===== config.mk =====
export PLATFORM = sky130hd
export DESIGN_NAME = lim_top
export DESIGN_NICKNAME = d
export VERILOG_FILES = /design/src/hdl/lim_top.v
export VERILOG_INCLUDE_DIRS = /design/src /design/src/hdl
export SDC_FILE = /design/constraint.sdc
export NUM_CORES = 1
export LEC_CHECK = 0
export ABC_AREA = 1
export ABC_CLOCK_PERIOD_IN_PS = 2000
export BUFFER_PORTS_ARGS = -buffer_cell sky130_fd_sc_hd__buf_2
export CAP_MARGIN = 5
export CORE_MARGIN = 2
export CORE_UTILIZATION = 60
export DETAILED_ROUTE_END_ITERATION = 12
export PLACE_DENSITY = 0.87
export SLEW_MARGIN = 15
export SYNTH_ARGS = -nofsm -noshare
export SYNTH_HDL_FRONTEND = slang
export SYNTH_SLANG_ARGS = --single-unit

===== constraint.sdc =====
create_clock -name aclk -period 2 [get_ports aclk]
set_input_delay 0.5 -clock aclk [delete_from_list [all_inputs] [get_ports aclk]]
set_output_delay 0.5 -clock aclk [all_outputs]
set_load 0.005 [all_outputs]

===== src/hdl/lim_map.vh =====
`ifndef LIM_MAP_VH
`define LIM_MAP_VH

// ----------------------------------------
// Register byte offsets
// ----------------------------------------
`define LIM_OFS_LED_PIN_CONFIG 12'h1bc
`define LIM_OFS_LED_CONTROL 12'h1c0
`define LIM_OFS_LED_STATUS 12'h1c4
`define LIM_OFS_PIN_IO_CONFIG 12'h1e0
`define LIM_OFS_PIN_DATA_DIRECTION 12'h1e4
`define LIM_OFS_PIN_IRQ_STATUS_ENABLE 12'h1e8

// ----------------------------------------
// Field positions
// ----------------------------------------
`define LIM_CFG_EN_LSB 0
`define LIM_CFG_FUN_LSB 8
`define LIM_CTL_DIS_BIT 0
`define LIM_CTL_P1OFF_BIT 1
`define LIM_STS_IND_LSB 0
`define LIM_STS_PIN_LSB 8
`define LIM_STS_POL_LSB 16
`define LIM_STS_TX0_BIT 24
`define LIM_STS_RX0_BIT 25
`define LIM_STS_LACT_LSB 26

// ----------------------------------------
// Function codes and reset values
// ----------------------------------------
`define LIM_FUN_PORT_LINK 3'h4
`define LIM_FUN_SPEED_LINK 3'h5
`define LIM_FUN_RESERVED 3'h6
`define LIM_FUN_RAW 3'h7
`define LIM_RST_WORD 32'h0000_0000
`define LIM_RESP_OKAY 2'h0
`define LIM_RESP_SLVERR 2'h2

// ----------------------------------------
// Timing
// ----------------------------------------
`define LIM_STRETCH_MS 80
`define LIM_CLK_HZ 40000000
// 80 ms of 40 MHz clock cycles, sized to the counter width
`define LIM_STRETCH_CYC 22'h30_d400
`define LIM_CNT_W 22

`endif


===== src/hdl/lim_top.v =====
// Our own choice: the AXI4-Lite interface to the registers.
`timescale 1ns/100ps
`default_nettype none
`include "lim_map.vh"

// ----------------------------------------
// Pulse stretcher: on interval then gap
// ----------------------------------------
module lim_stretch #(
	parameter CNT_W = `LIM_CNT_W,
	parameter [CNT_W-1:0] TERM = `LIM_STRETCH_CYC
)(
	input wire aclk,
	input wire aresetn,
	input wire ce,
	input wire trig,
	output reg pulse_ff
);
	localparam [1:0] ST_IDLE = 2'h0;
	localparam [1:0] ST_ON = 2'h1;
	localparam [1:0] ST_GAP = 2'h2;
	localparam [CNT_W-1:0] LAST = TERM - 1'b1;
	reg [1:0] state_ff;
	reg [CNT_W-1:0] cnt_ff;
	reg [1:0] nxt_state;
	reg [CNT_W-1:0] nxt_cnt;

	// Next state: pulse for TERM cycles, then hold off for TERM
	always @*
	begin
		nxt_state = state_ff;
		nxt_cnt = cnt_ff;
		case (state_ff)
			ST_IDLE:
			begin
				nxt_cnt = {CNT_W{1'b0}};
				if (trig)
					nxt_state = ST_ON;
			end
			ST_ON, ST_GAP:
			begin
				if (cnt_ff == LAST)
				begin
					nxt_cnt = {CNT_W{1'b0}};
					nxt_state = (state_ff == ST_ON) ? ST_GAP : ST_IDLE;
				end
				else
					nxt_cnt = cnt_ff + 1'b1;
			end
			default:
			begin
				nxt_state = ST_IDLE;
				nxt_cnt = {CNT_W{1'b0}};
			end
		endcase
	end

	// State registers
	always @(posedge aclk)
	begin
		if (!aresetn)
		begin
			state_ff <= ST_IDLE;
			cnt_ff <= {CNT_W{1'b0}};
			pulse_ff <= 1'b0;
		end
		else if (ce)
		begin
			state_ff <= nxt_state;
			cnt_ff <= nxt_cnt;
			pulse_ff <= (nxt_state == ST_ON);
		end
	end
endmodule

// ----------------------------------------
// LED indicator multiplexer top
// ----------------------------------------
module lim_top #(
	parameter CNT_W = `LIM_CNT_W,
	parameter [CNT_W-1:0] STRETCH_CYC = `LIM_STRETCH_CYC
)(
	input wire aclk,
	input wire aresetn,
	input wire ce,
	input wire [11:0] s_axi_awaddr,
	input wire s_axi_awvalid,
	output reg s_axi_awready,
	input wire [31:0] s_axi_wdata,
	input wire [3:0] s_axi_wstrb,
	input wire s_axi_wvalid,
	output reg s_axi_wready,
	output reg [1:0] s_axi_bresp,
	output reg s_axi_bvalid,
	input wire s_axi_bready,
	input wire [11:0] s_axi_araddr,
	input wire s_axi_arvalid,
	output reg s_axi_arready,
	output reg [31:0] s_axi_rdata,
	output reg [1:0] s_axi_rresp,
	output reg s_axi_rvalid,
	input wire s_axi_rready,
	input wire [2:0] port_link,
	input wire [2:0] port_speed100,
	input wire [2:0] port_full_duplex,
	input wire [2:0] port_collision,
	input wire [2:0] port_tx_en,
	input wire [2:0] port_rx_dv,
	input wire [2:0] strap_led_function_select,
	input wire [5:0] strap_led_pin_enable,
	input wire [5:0] strap_led_pol,
	input wire [5:0] gpio_core_out,
	input wire [5:0] gpio_core_oe,
	output reg [5:0] pin_out,
	output reg [5:0] pin_oe,
	output reg [5:0] pin_ibuf_en,
	output reg [5:0] pin_pullup_en
);
	reg [14:0] strap_s1_ff;
	reg [14:0] strap_s2_ff;
	reg load_ff;
	reg [5:0] led_pin_enable_ff;
	reg [2:0] led_function_select_ff;
	reg [5:0] pol_ff;
	reg led_global_disable_ff;
	reg p1_off_ff;
	reg [31:0] io_cfg_ff;
	reg [31:0] data_dir_ff;
	reg [5:0] ind;
	reg [5:0] nxt_out;
	reg [5:0] nxt_oe;
	reg [31:0] rd_word;
	reg rd_hit;
	integer i;
	wire [2:0] act_ok;
	wire [2:0] act_s;
	wire [2:0] col_s;
	wire [2:0] act_ind;
	wire [2:0] dupcol;
	wire [2:0] speed;
	wire [2:0] fast_link;
	wire [2:0] slow_link;
	wire [2:0] link_act;
	wire [2:0] fast_link_act;
	wire [2:0] slow_link_act;
	wire tx0_s;
	wire rx0_s;
	wire wr_go;
	wire wr_hit;

	// ----------------------------------------
	// Strap synchronisers
	// ----------------------------------------

	// Two-stage sampling of strap pins
	always @(posedge aclk)
	begin
		if (ce)
		begin
			strap_s1_ff <= {strap_led_pol, strap_led_pin_enable, strap_led_function_select};
			strap_s2_ff <= strap_s1_ff;
		end
	end

	// ----------------------------------------
	// Indication sources
	// ----------------------------------------

	// Only internal PHY ports gate activity by link
	assign act_ok = {port_link[2], p1_off_ff | port_link[1], 1'b1};

	genvar g;
	generate
		for (g = 0; g < 3; g = g + 1)
		begin : g_port
			lim_stretch #(.CNT_W(CNT_W), .TERM(STRETCH_CYC)) u_act (
				.aclk(aclk),
				.aresetn(aresetn),
				.ce(ce),
				.trig((port_tx_en[g] | port_rx_dv[g]) & act_ok[g]),
				.pulse_ff(act_s[g])
			);
			lim_stretch #(.CNT_W(CNT_W), .TERM(STRETCH_CYC)) u_col (
				.aclk(aclk),
				.aresetn(aresetn),
				.ce(ce),
				.trig(port_collision[g] & port_link[g] & ~port_full_duplex[g]),
				.pulse_ff(col_s[g])
			);
		end
	endgenerate

	// Port 0 transmit and receive stretchers
	lim_stretch #(.CNT_W(CNT_W), .TERM(STRETCH_CYC)) u_tx0 (
		.aclk(aclk),
		.aresetn(aresetn),
		.ce(ce),
		.trig(port_tx_en[0]),
		.pulse_ff(tx0_s)
	);
	lim_stretch #(.CNT_W(CNT_W), .TERM(STRETCH_CYC)) u_rx0 (
		.aclk(aclk),
		.aresetn(aresetn),
		.ce(ce),
		.trig(port_rx_dv[0]),
		.pulse_ff(rx0_s)
	);

	// Per-port indication types
	assign act_ind = act_s & act_ok;
	assign dupcol = port_link & (port_full_duplex | col_s);
	assign speed = port_link & port_speed100;
	assign fast_link = port_link & port_speed100;
	assign slow_link = port_link & ~port_speed100;
	assign link_act = port_link & ~act_s;
	assign fast_link_act = fast_link & ~act_s;
	assign slow_link_act = slow_link & ~act_s;

	// Function-select mapping onto the six pins
	always @*
	begin
		case (led_function_select_ff)
			`LIM_FUN_PORT_LINK:
				ind = {act_ind[2], port_link[2], dupcol[2], act_ind[1],
					p1_off_ff ? speed[2] : port_link[1],
					p1_off_ff ? act_ind[0] : dupcol[1]};
			`LIM_FUN_SPEED_LINK:
				ind = {act_ind[2], slow_link[2], fast_link[2], act_ind[1],
					p1_off_ff ? dupcol[2] : slow_link[1],
					p1_off_ff ? act_ind[0] : fast_link[1]};
			`LIM_FUN_RAW:
				ind = {port_tx_en[0], port_tx_en[2], port_rx_dv[2],
					port_rx_dv[0], port_tx_en[1], port_rx_dv[1]};
			default:
				ind = 6'h00;
		endcase
	end

	// ----------------------------------------
	// Pin drivers
	// ----------------------------------------

	// Per-pin output value and enable
	always @*
	begin
		for (i = 0; i < 6; i = i + 1)
		begin
			if (!led_pin_enable_ff[i])
			begin
				nxt_out[i] = gpio_core_out[i];
				nxt_oe[i] = gpio_core_oe[i];
			end
			else if (led_function_select_ff == `LIM_FUN_RAW)
			begin
				nxt_out[i] = ind[i] & ~led_global_disable_ff;
				nxt_oe[i] = 1'b1;
			end
			else
			begin
				nxt_out[i] = ~pol_ff[i];
				nxt_oe[i] = ind[i] & ~led_global_disable_ff;
			end
		end
	end

	// Registered pin outputs
	always @(posedge aclk)
	begin
		if (!aresetn)
		begin
			pin_out <= 6'h00;
			pin_oe <= 6'h00;
			pin_ibuf_en <= 6'h00;
			pin_pullup_en <= 6'h00;
		end
		else if (ce)
		begin
			pin_out <= nxt_out;
			pin_oe <= nxt_oe;
			pin_ibuf_en <= ~led_pin_enable_ff;
			pin_pullup_en <= ~led_pin_enable_ff;
		end
	end

	// ----------------------------------------
	// AXI4-Lite slave
	// ----------------------------------------

	// Byte-lane merge of write data
	function [31:0] wmerge;
		input [31:0] old;
		input [31:0] d;
		input [3:0] s;
		integer k;
		begin
			for (k = 0; k < 32; k = k + 1)
				wmerge[k] = s[k / 8] ? d[k] : old[k];
		end
	endfunction

	assign wr_go = s_axi_awvalid & s_axi_awready;
	assign wr_hit = (s_axi_awaddr == `LIM_OFS_LED_PIN_CONFIG) ||
		(s_axi_awaddr == `LIM_OFS_LED_CONTROL) ||
		(s_axi_awaddr == `LIM_OFS_LED_STATUS) ||
		(s_axi_awaddr == `LIM_OFS_PIN_IO_CONFIG) ||
		(s_axi_awaddr == `LIM_OFS_PIN_DATA_DIRECTION) ||
		(s_axi_awaddr == `LIM_OFS_PIN_IRQ_STATUS_ENABLE);

	// Write channels: take address and data together, then respond
	always @(posedge aclk)
	begin
		if (!aresetn)
		begin
			s_axi_awready <= 1'b0;
			s_axi_wready <= 1'b0;
			s_axi_bvalid <= 1'b0;
			s_axi_bresp <= `LIM_RESP_OKAY;
		end
		else if (ce)
		begin
			s_axi_awready <= ~s_axi_awready & s_axi_awvalid & s_axi_wvalid & ~s_axi_bvalid;
			s_axi_wready <= ~s_axi_awready & s_axi_awvalid & s_axi_wvalid & ~s_axi_bvalid;
			if (wr_go)
			begin
				s_axi_bvalid <= 1'b1;
				s_axi_bresp <= wr_hit ? `LIM_RESP_OKAY : `LIM_RESP_SLVERR;
			end
			else if (s_axi_bready)
				s_axi_bvalid <= 1'b0;
		end
	end

	// Configuration registers, strap load after reset release
	always @(posedge aclk)
	begin
		if (!aresetn)
		begin
			load_ff <= 1'b1;
			led_pin_enable_ff <= 6'h00;
			led_function_select_ff <= 3'h0;
			pol_ff <= 6'h00;
			led_global_disable_ff <= 1'b0;
			p1_off_ff <= 1'b0;
			io_cfg_ff <= `LIM_RST_WORD;
			data_dir_ff <= `LIM_RST_WORD;
		end
		else if (ce)
		begin
			if (load_ff)
			begin
				load_ff <= 1'b0;
				led_function_select_ff <= strap_s2_ff[2:0];
				led_pin_enable_ff <= strap_s2_ff[8:3];
				pol_ff <= strap_s2_ff[14:9];
			end
			else if (wr_go)
			begin
				case (s_axi_awaddr)
					`LIM_OFS_LED_PIN_CONFIG:
					begin
						if (s_axi_wstrb[0])
							led_pin_enable_ff <= s_axi_wdata[`LIM_CFG_EN_LSB +: 6];
						if (s_axi_wstrb[1])
							led_function_select_ff <= s_axi_wdata[`LIM_CFG_FUN_LSB +: 3];
					end
					`LIM_OFS_LED_CONTROL:
					begin
						if (s_axi_wstrb[0])
						begin
							led_global_disable_ff <= s_axi_wdata[`LIM_CTL_DIS_BIT];
							p1_off_ff <= s_axi_wdata[`LIM_CTL_P1OFF_BIT];
						end
					end
					`LIM_OFS_PIN_IO_CONFIG:
						io_cfg_ff <= wmerge(io_cfg_ff, s_axi_wdata, s_axi_wstrb);
					`LIM_OFS_PIN_DATA_DIRECTION:
						data_dir_ff <= wmerge(data_dir_ff, s_axi_wdata, s_axi_wstrb);
					default:
						io_cfg_ff <= io_cfg_ff;
				endcase
			end
		end
	end

	// Read decode
	always @*
	begin
		rd_word = `LIM_RST_WORD;
		rd_hit = 1'b1;
		case (s_axi_araddr)
			`LIM_OFS_LED_PIN_CONFIG:
			begin
				rd_word[`LIM_CFG_EN_LSB +: 6] = led_pin_enable_ff;
				rd_word[`LIM_CFG_FUN_LSB +: 3] = led_function_select_ff;
			end
			`LIM_OFS_LED_CONTROL:
			begin
				rd_word[`LIM_CTL_DIS_BIT] = led_global_disable_ff;
				rd_word[`LIM_CTL_P1OFF_BIT] = p1_off_ff;
			end
			`LIM_OFS_LED_STATUS:
			begin
				rd_word[`LIM_STS_IND_LSB +: 6] = ind;
				rd_word[`LIM_STS_PIN_LSB +: 6] = pin_out & pin_oe;
				rd_word[`LIM_STS_POL_LSB +: 6] = pol_ff;
				rd_word[`LIM_STS_TX0_BIT] = tx0_s;
				rd_word[`LIM_STS_RX0_BIT] = rx0_s;
				rd_word[`LIM_STS_LACT_LSB +: 3] = link_act;
			end
			`LIM_OFS_PIN_IO_CONFIG:
				rd_word = io_cfg_ff;
			`LIM_OFS_PIN_DATA_DIRECTION:
				rd_word = data_dir_ff;
			`LIM_OFS_PIN_IRQ_STATUS_ENABLE:
				rd_word = `LIM_RST_WORD;
			default:
				rd_hit = 1'b0;
		endcase
	end

	// Read channel: one read at a time
	always @(posedge aclk)
	begin
		if (!aresetn)
		begin
			s_axi_arready <= 1'b0;
			s_axi_rvalid <= 1'b0;
			s_axi_rdata <= `LIM_RST_WORD;
			s_axi_rresp <= `LIM_RESP_OKAY;
		end
		else if (ce)
		begin
			s_axi_arready <= ~s_axi_arready & s_axi_arvalid & ~s_axi_rvalid;
			if (s_axi_arvalid & s_axi_arready)
			begin
				s_axi_rvalid <= 1'b1;
				s_axi_rdata <= rd_word;
				s_axi_rresp <= rd_hit ? `LIM_RESP_OKAY : `LIM_RESP_SLVERR;
			end
			else if (s_axi_rready)
				s_axi_rvalid <= 1'b0;
		end
	end
endmodule

`default_nettype wire

==> results by group <==
Run status
  • Outcome: completed

Setup path
  • R2R Path Start: g_port[1].u_col.cnt_ff[0]$_SDFFE_PN0P_
  • Slowest CP cell: dfxtp_1
  • Slowest stage delay, CP: 380 ps
  • Req. time, crit path: 2430 ps
  • Reg2Reg Setup Slack: 70 ps
  • Crit path kind: reg2reg
  • CP arrival: 2360 ps
  • CP most frequent cell: nand2_1
  • Crit path capture type: flop
  • R2r endpoint: g_port[1].u_col.cnt_ff[0]$_SDFFE_PN0P_
  • CP Max Fanout: 4
  • Type of origin of the critical path: flop
  • Worst-case reg-to-reg path depth: 9
  • Cells along the critical path: ha_1 > nand2_1 > nor2_1 > nand2_1 > inv_1 > nand2_1 > o21ai_4 > nor2_1 > o211a_1

Placement
  • Gpl congestion: 0.927
  • Post-placement cell count: 2950
  • HPWL after DPL: 34.7 mm
  • Setup WS pre-CTS: -93.9 ps
  • Placed inst area: 0.0187 sq mm
  • PortBufs: 172

Synthesis
  • Synthesized area: 0.0172 sq mm
  • Synth Area in Simple Gates: 32.2%
  • Yosys reg bits: 343
  • Compound-Gate Fraction of Synth Area: 12.8%
  • Mux cell area share after synthesis: 0%
  • Netlist cell types: 52
  • Largest area contributor in the netlist: dfxtp_1
  • Top cell type's share of synthesized area: 36.4%
  • Syn Inst Count: 2435
  • Post-synth EDFFs: 30
  • Yosys warning count: 0
  • Asr flop ratio synth: 0%
  • Largest cells by area after synthesis: dfxtp_1 (36%), nand2_1 (11%), nor2_1 (7.5%)
  • Fraction of the mapped netlist area in adder cells: 2.04%
  • Synth Flop Type: dfxtp_1
  • Area share of xor/xnor cells in the synthesized design: 2.49%
  • Post-synthesis sequential area ratio: 41.7%
  • Main combinational cell family by area after synthesis: simple AND/OR/NAND/NOR gates
  • Syn avg cell area: 7.06 sq um

Timing
  • F_max: 518 MHz
  • Clock skew: 20.1 ps
  • Setup violators final: 0
  • Final hold violations: 0
  • Crit path time final: 1930 ps
  • Pins Over Slew Limit: 0
  • Final setup margin: 69.0 ps
  • Slew at the pin closest to its max-slew limit: 521 ps
  • Slew HR: 65.1%
  • Hold WS: 129 ps
  • Final setup TNS: 0 ps
  • Crit share post-route: 96.6%

Global route
  • Total grt overflow: 0
  • First-pass GRT wire length: 80.6 mm
  • Initial antenna violation count: 3
  • Vias in the first global route: 16749
  • Largest net degree at the start of global routing: 85
  • Global-route usage over all layers: 32.1%

Min path
  • Cells on Worst Hold Path: 1
  • Hold Path End: strap_s1_ff[6]$_DFFE_PP_
  • Hold_sp: strap_led_pin_enable[3]
  • Hold WC Path Type: in2reg

Drt
  • Wirelength per Cell: 16.4 um
  • Overall via count from detail_route: 17441
  • DRT iter0 DRCs: 2005
  • Drt pass-1 iters: 7
  • DR vias/cell: 5.77
  • Post-DRT Antenna Nets: 0
  • DRC: 0
  • Final wirelength: 49.5 mm

Clock network
  • CTS max path bufs: 3
  • TritonCTS buffer count: 38
  • CTS clock-pin slew for the worst setup and hold paths: 60 ps
  • Clock latency on the worst-skew pair: 550 ps
  • CTS tree: done
  • CTS sink cnt: 343
  • H-tree Lvls: 2
  • Root buf cell: clkbuf_16

Final layout
  • Fill count: 2156
  • Final Non-Filler Cells: 3025
  • Most common cell after layout, fill and taps aside: nand2_1
  • Fin util: 71.7%
  • Commonest cells after routing, fill and taps aside: nand2_1 (500), nor2_1 (341), dfxtp_1 (312), inv_1 (259), a21oi_1 (186)
  • Share of layout cells above drive strength 1: 13.7%
  • Post-synthesis to final-layout area growth: 16.8%
  • Final instance area: 0.0201 sq mm
  • Nets: 2757

Power and ir drop
  • Cell-internal power: 11.8 mW
  • Pwr Total: 15.6 mW
  • Pwr Density: 777 mW/mm^2
  • Sw Ratio: 24.3%
  • Seq pwr share: 46.3%
  • Logic gate share of total power: 7.4%
  • Switching power: 3.80 mW
  • VDD IR-drop max: 0.830 mV
  • Leak pwr: 8.14 nW
  • Clock Power Share: 46.3%

Flow run
  • Max Cap Viol: 0

Floorplanning
  • Die Y: 173 um
  • Total die area: 0.0300 sq mm
  • Die X-Extent: 173 um
  • Initial core utilization: 61.4%
  • Core Area: 0.0280 sq mm
  • IO Pins: 178
  • Core Rows: 61
cell type report:
class                   instances  area [sq um]  area share (%)
inverters                     267          1030            5.11
clock inverters                15           175           0.872
diodes                          3          7.51          0.0374
multi-input cells            1726          8590            42.8
clock buffers                  53          1120            5.57
repair buffers                240          1530            7.62
well taps                     378           473            2.35
flip-flops and latches        343          7170            35.7
power by group through the flow:
stage / sequential (mW) / combinational [mW] / clock [mW]
2_1_floorplan: 7.32 / 0.646 / 0
3_3_place_gp: 7.36 / 1.06 / 0
3_5_place_dp: 7.37 / 1.09 / 0
4_1_cts: 7.22 / 1.11 / 7.27
5_1_grt: 7.24 / 1.26 / 7.54
6_report: 7.23 / 1.15 / 7.23
worst max path at each step:
stage	startpoint	cells past startpoint	end
CTS	g_port[1].u_col.cnt_ff[0]$_SDFFE_PN0P_	10	g_port[1].u_col.cnt_ff[9]$_SDFFE_PN0P_
floorplan	s_axi_awaddr[1]	8	data_dir_ff[14]$_SDFFE_PN0P_
global placement	g_port[2].u_col.cnt_ff[0]$_SDFFE_PN0P_	10	g_port[2].u_col.cnt_ff[10]$_SDFFE_PN0P_
global route	g_port[1].u_col.cnt_ff[0]$_SDFFE_PN0P_	9	g_port[1].u_col.cnt_ff[0]$_SDFFE_PN0P_
finish	g_port[1].u_col.cnt_ff[0]$_SDFFE_PN0P_	9	g_port[1].u_col.cnt_ff[0]$_SDFFE_PN0P_
detailed placement	g_port[2].u_col.cnt_ff[0]$_SDFFE_PN0P_	10	g_port[2].u_col.cnt_ff[8]$_SDFFE_PN0P_
layer usage:
| layer | wire length [um] | vias up | part of all wire (%) | global-route usage, % |
|---|---|---|---|---|
| met2 | 23100 | 849 | 47 | 54.3 |
| li1 | - | 8414 | - | - |
| met1 | 19600 | 7988 | 40 | 39.1 |
| met3 | 4060 | 190 | 8.2 | 5.20 |
| met5 | 0 | - | 0 | 0 |
| met4 | 2680 | 0 | 5.4 | 17.4 |
synthesized netlist by cell type (2+ instances only):
cell type  instances
nand2_1          500
nor2_1           346
dfxtp_1          313
inv_1            260
a21oi_1          186
nand3_1          178
o21ai_0          101
nor3_1            94
nand4_1           84
xor2_1            42
clkbuf_1          41
a211oi_1          33
edfxtp_1          30
ha_1              28
buf_2             23
o211ai_1          22
buf_4             18
nor4_1            14
buf_1             13
nor3b_1           12
a211oi_2           8
a31oi_1            8
xnor2_1            7
inv_2              6
nor2_4             6
or2_2              6
nand2_2            5
o211a_1            5
o21a_1             5
buf_6              4
nor2_2             4
o21ai_1            4
a22oi_1            3
nor3_2             3
a21o_1             2
nand3_2            2
nand3b_1           2
nor3b_2            2
o21bai_1           2
cells by family after synthesis:
| kind of cell | count (synthesis) |
|---|---|
| and+or+nand+nor | 1262 |
| adders and majority gates | 28 |
| DFF | 343 |
| other | 1 |
| xor gates and xnor gates | 49 |
| buffers and inverters | 367 |
| AOI/OAI and AO/OA | 385 |
flip-flops by register name, indices dropped and copies added (netlist names), 2 cells and up:
| register | flops |
|---|---|
| data_dir_ff | 32 |
| g_port.u_act.cnt_ff | 66 |
| g_port.u_act.pulse_ff | 3 |
| g_port.u_act.state_ff | 6 |
| g_port.u_col.cnt_ff | 44 |
| g_port.u_col.pulse_ff | 2 |
| g_port.u_col.state_ff | 4 |
| io_cfg_ff | 32 |
| led_function_select_ff | 3 |
| led_pin_enable_ff | 6 |
| pin_oe | 6 |
| pin_out | 6 |
| pin_pullup_en | 6 |
| pol_ff | 6 |
| s_axi_rdata | 32 |
| strap_s1_ff | 15 |
| strap_s2_ff | 15 |
| u_rx0.cnt_ff | 22 |
| u_rx0.state_ff | 2 |
| u_tx0.cnt_ff | 22 |
| u_tx0.state_ff | 2 |
worst max-delay path: cells and delay by family, from the launching register on:
kind | cells | cell delay, ps
flip-flops | 1 | 380
AO/OA/AOI/OAI | 2 | 460
adder cells (fa/ha/maj) | 1 | 210
buffers and inverters | 1 | 120
AND/OR/NAND/NOR | 5 | 660
repair_timing:
item,4_1_cts,5_1_grt
hold buffers,0,0
pin swaps,0,1
setup buffers,0,4
resized for setup,1,19
setup endpoints to repair,7,101
(Power assumes the default switching activity.)
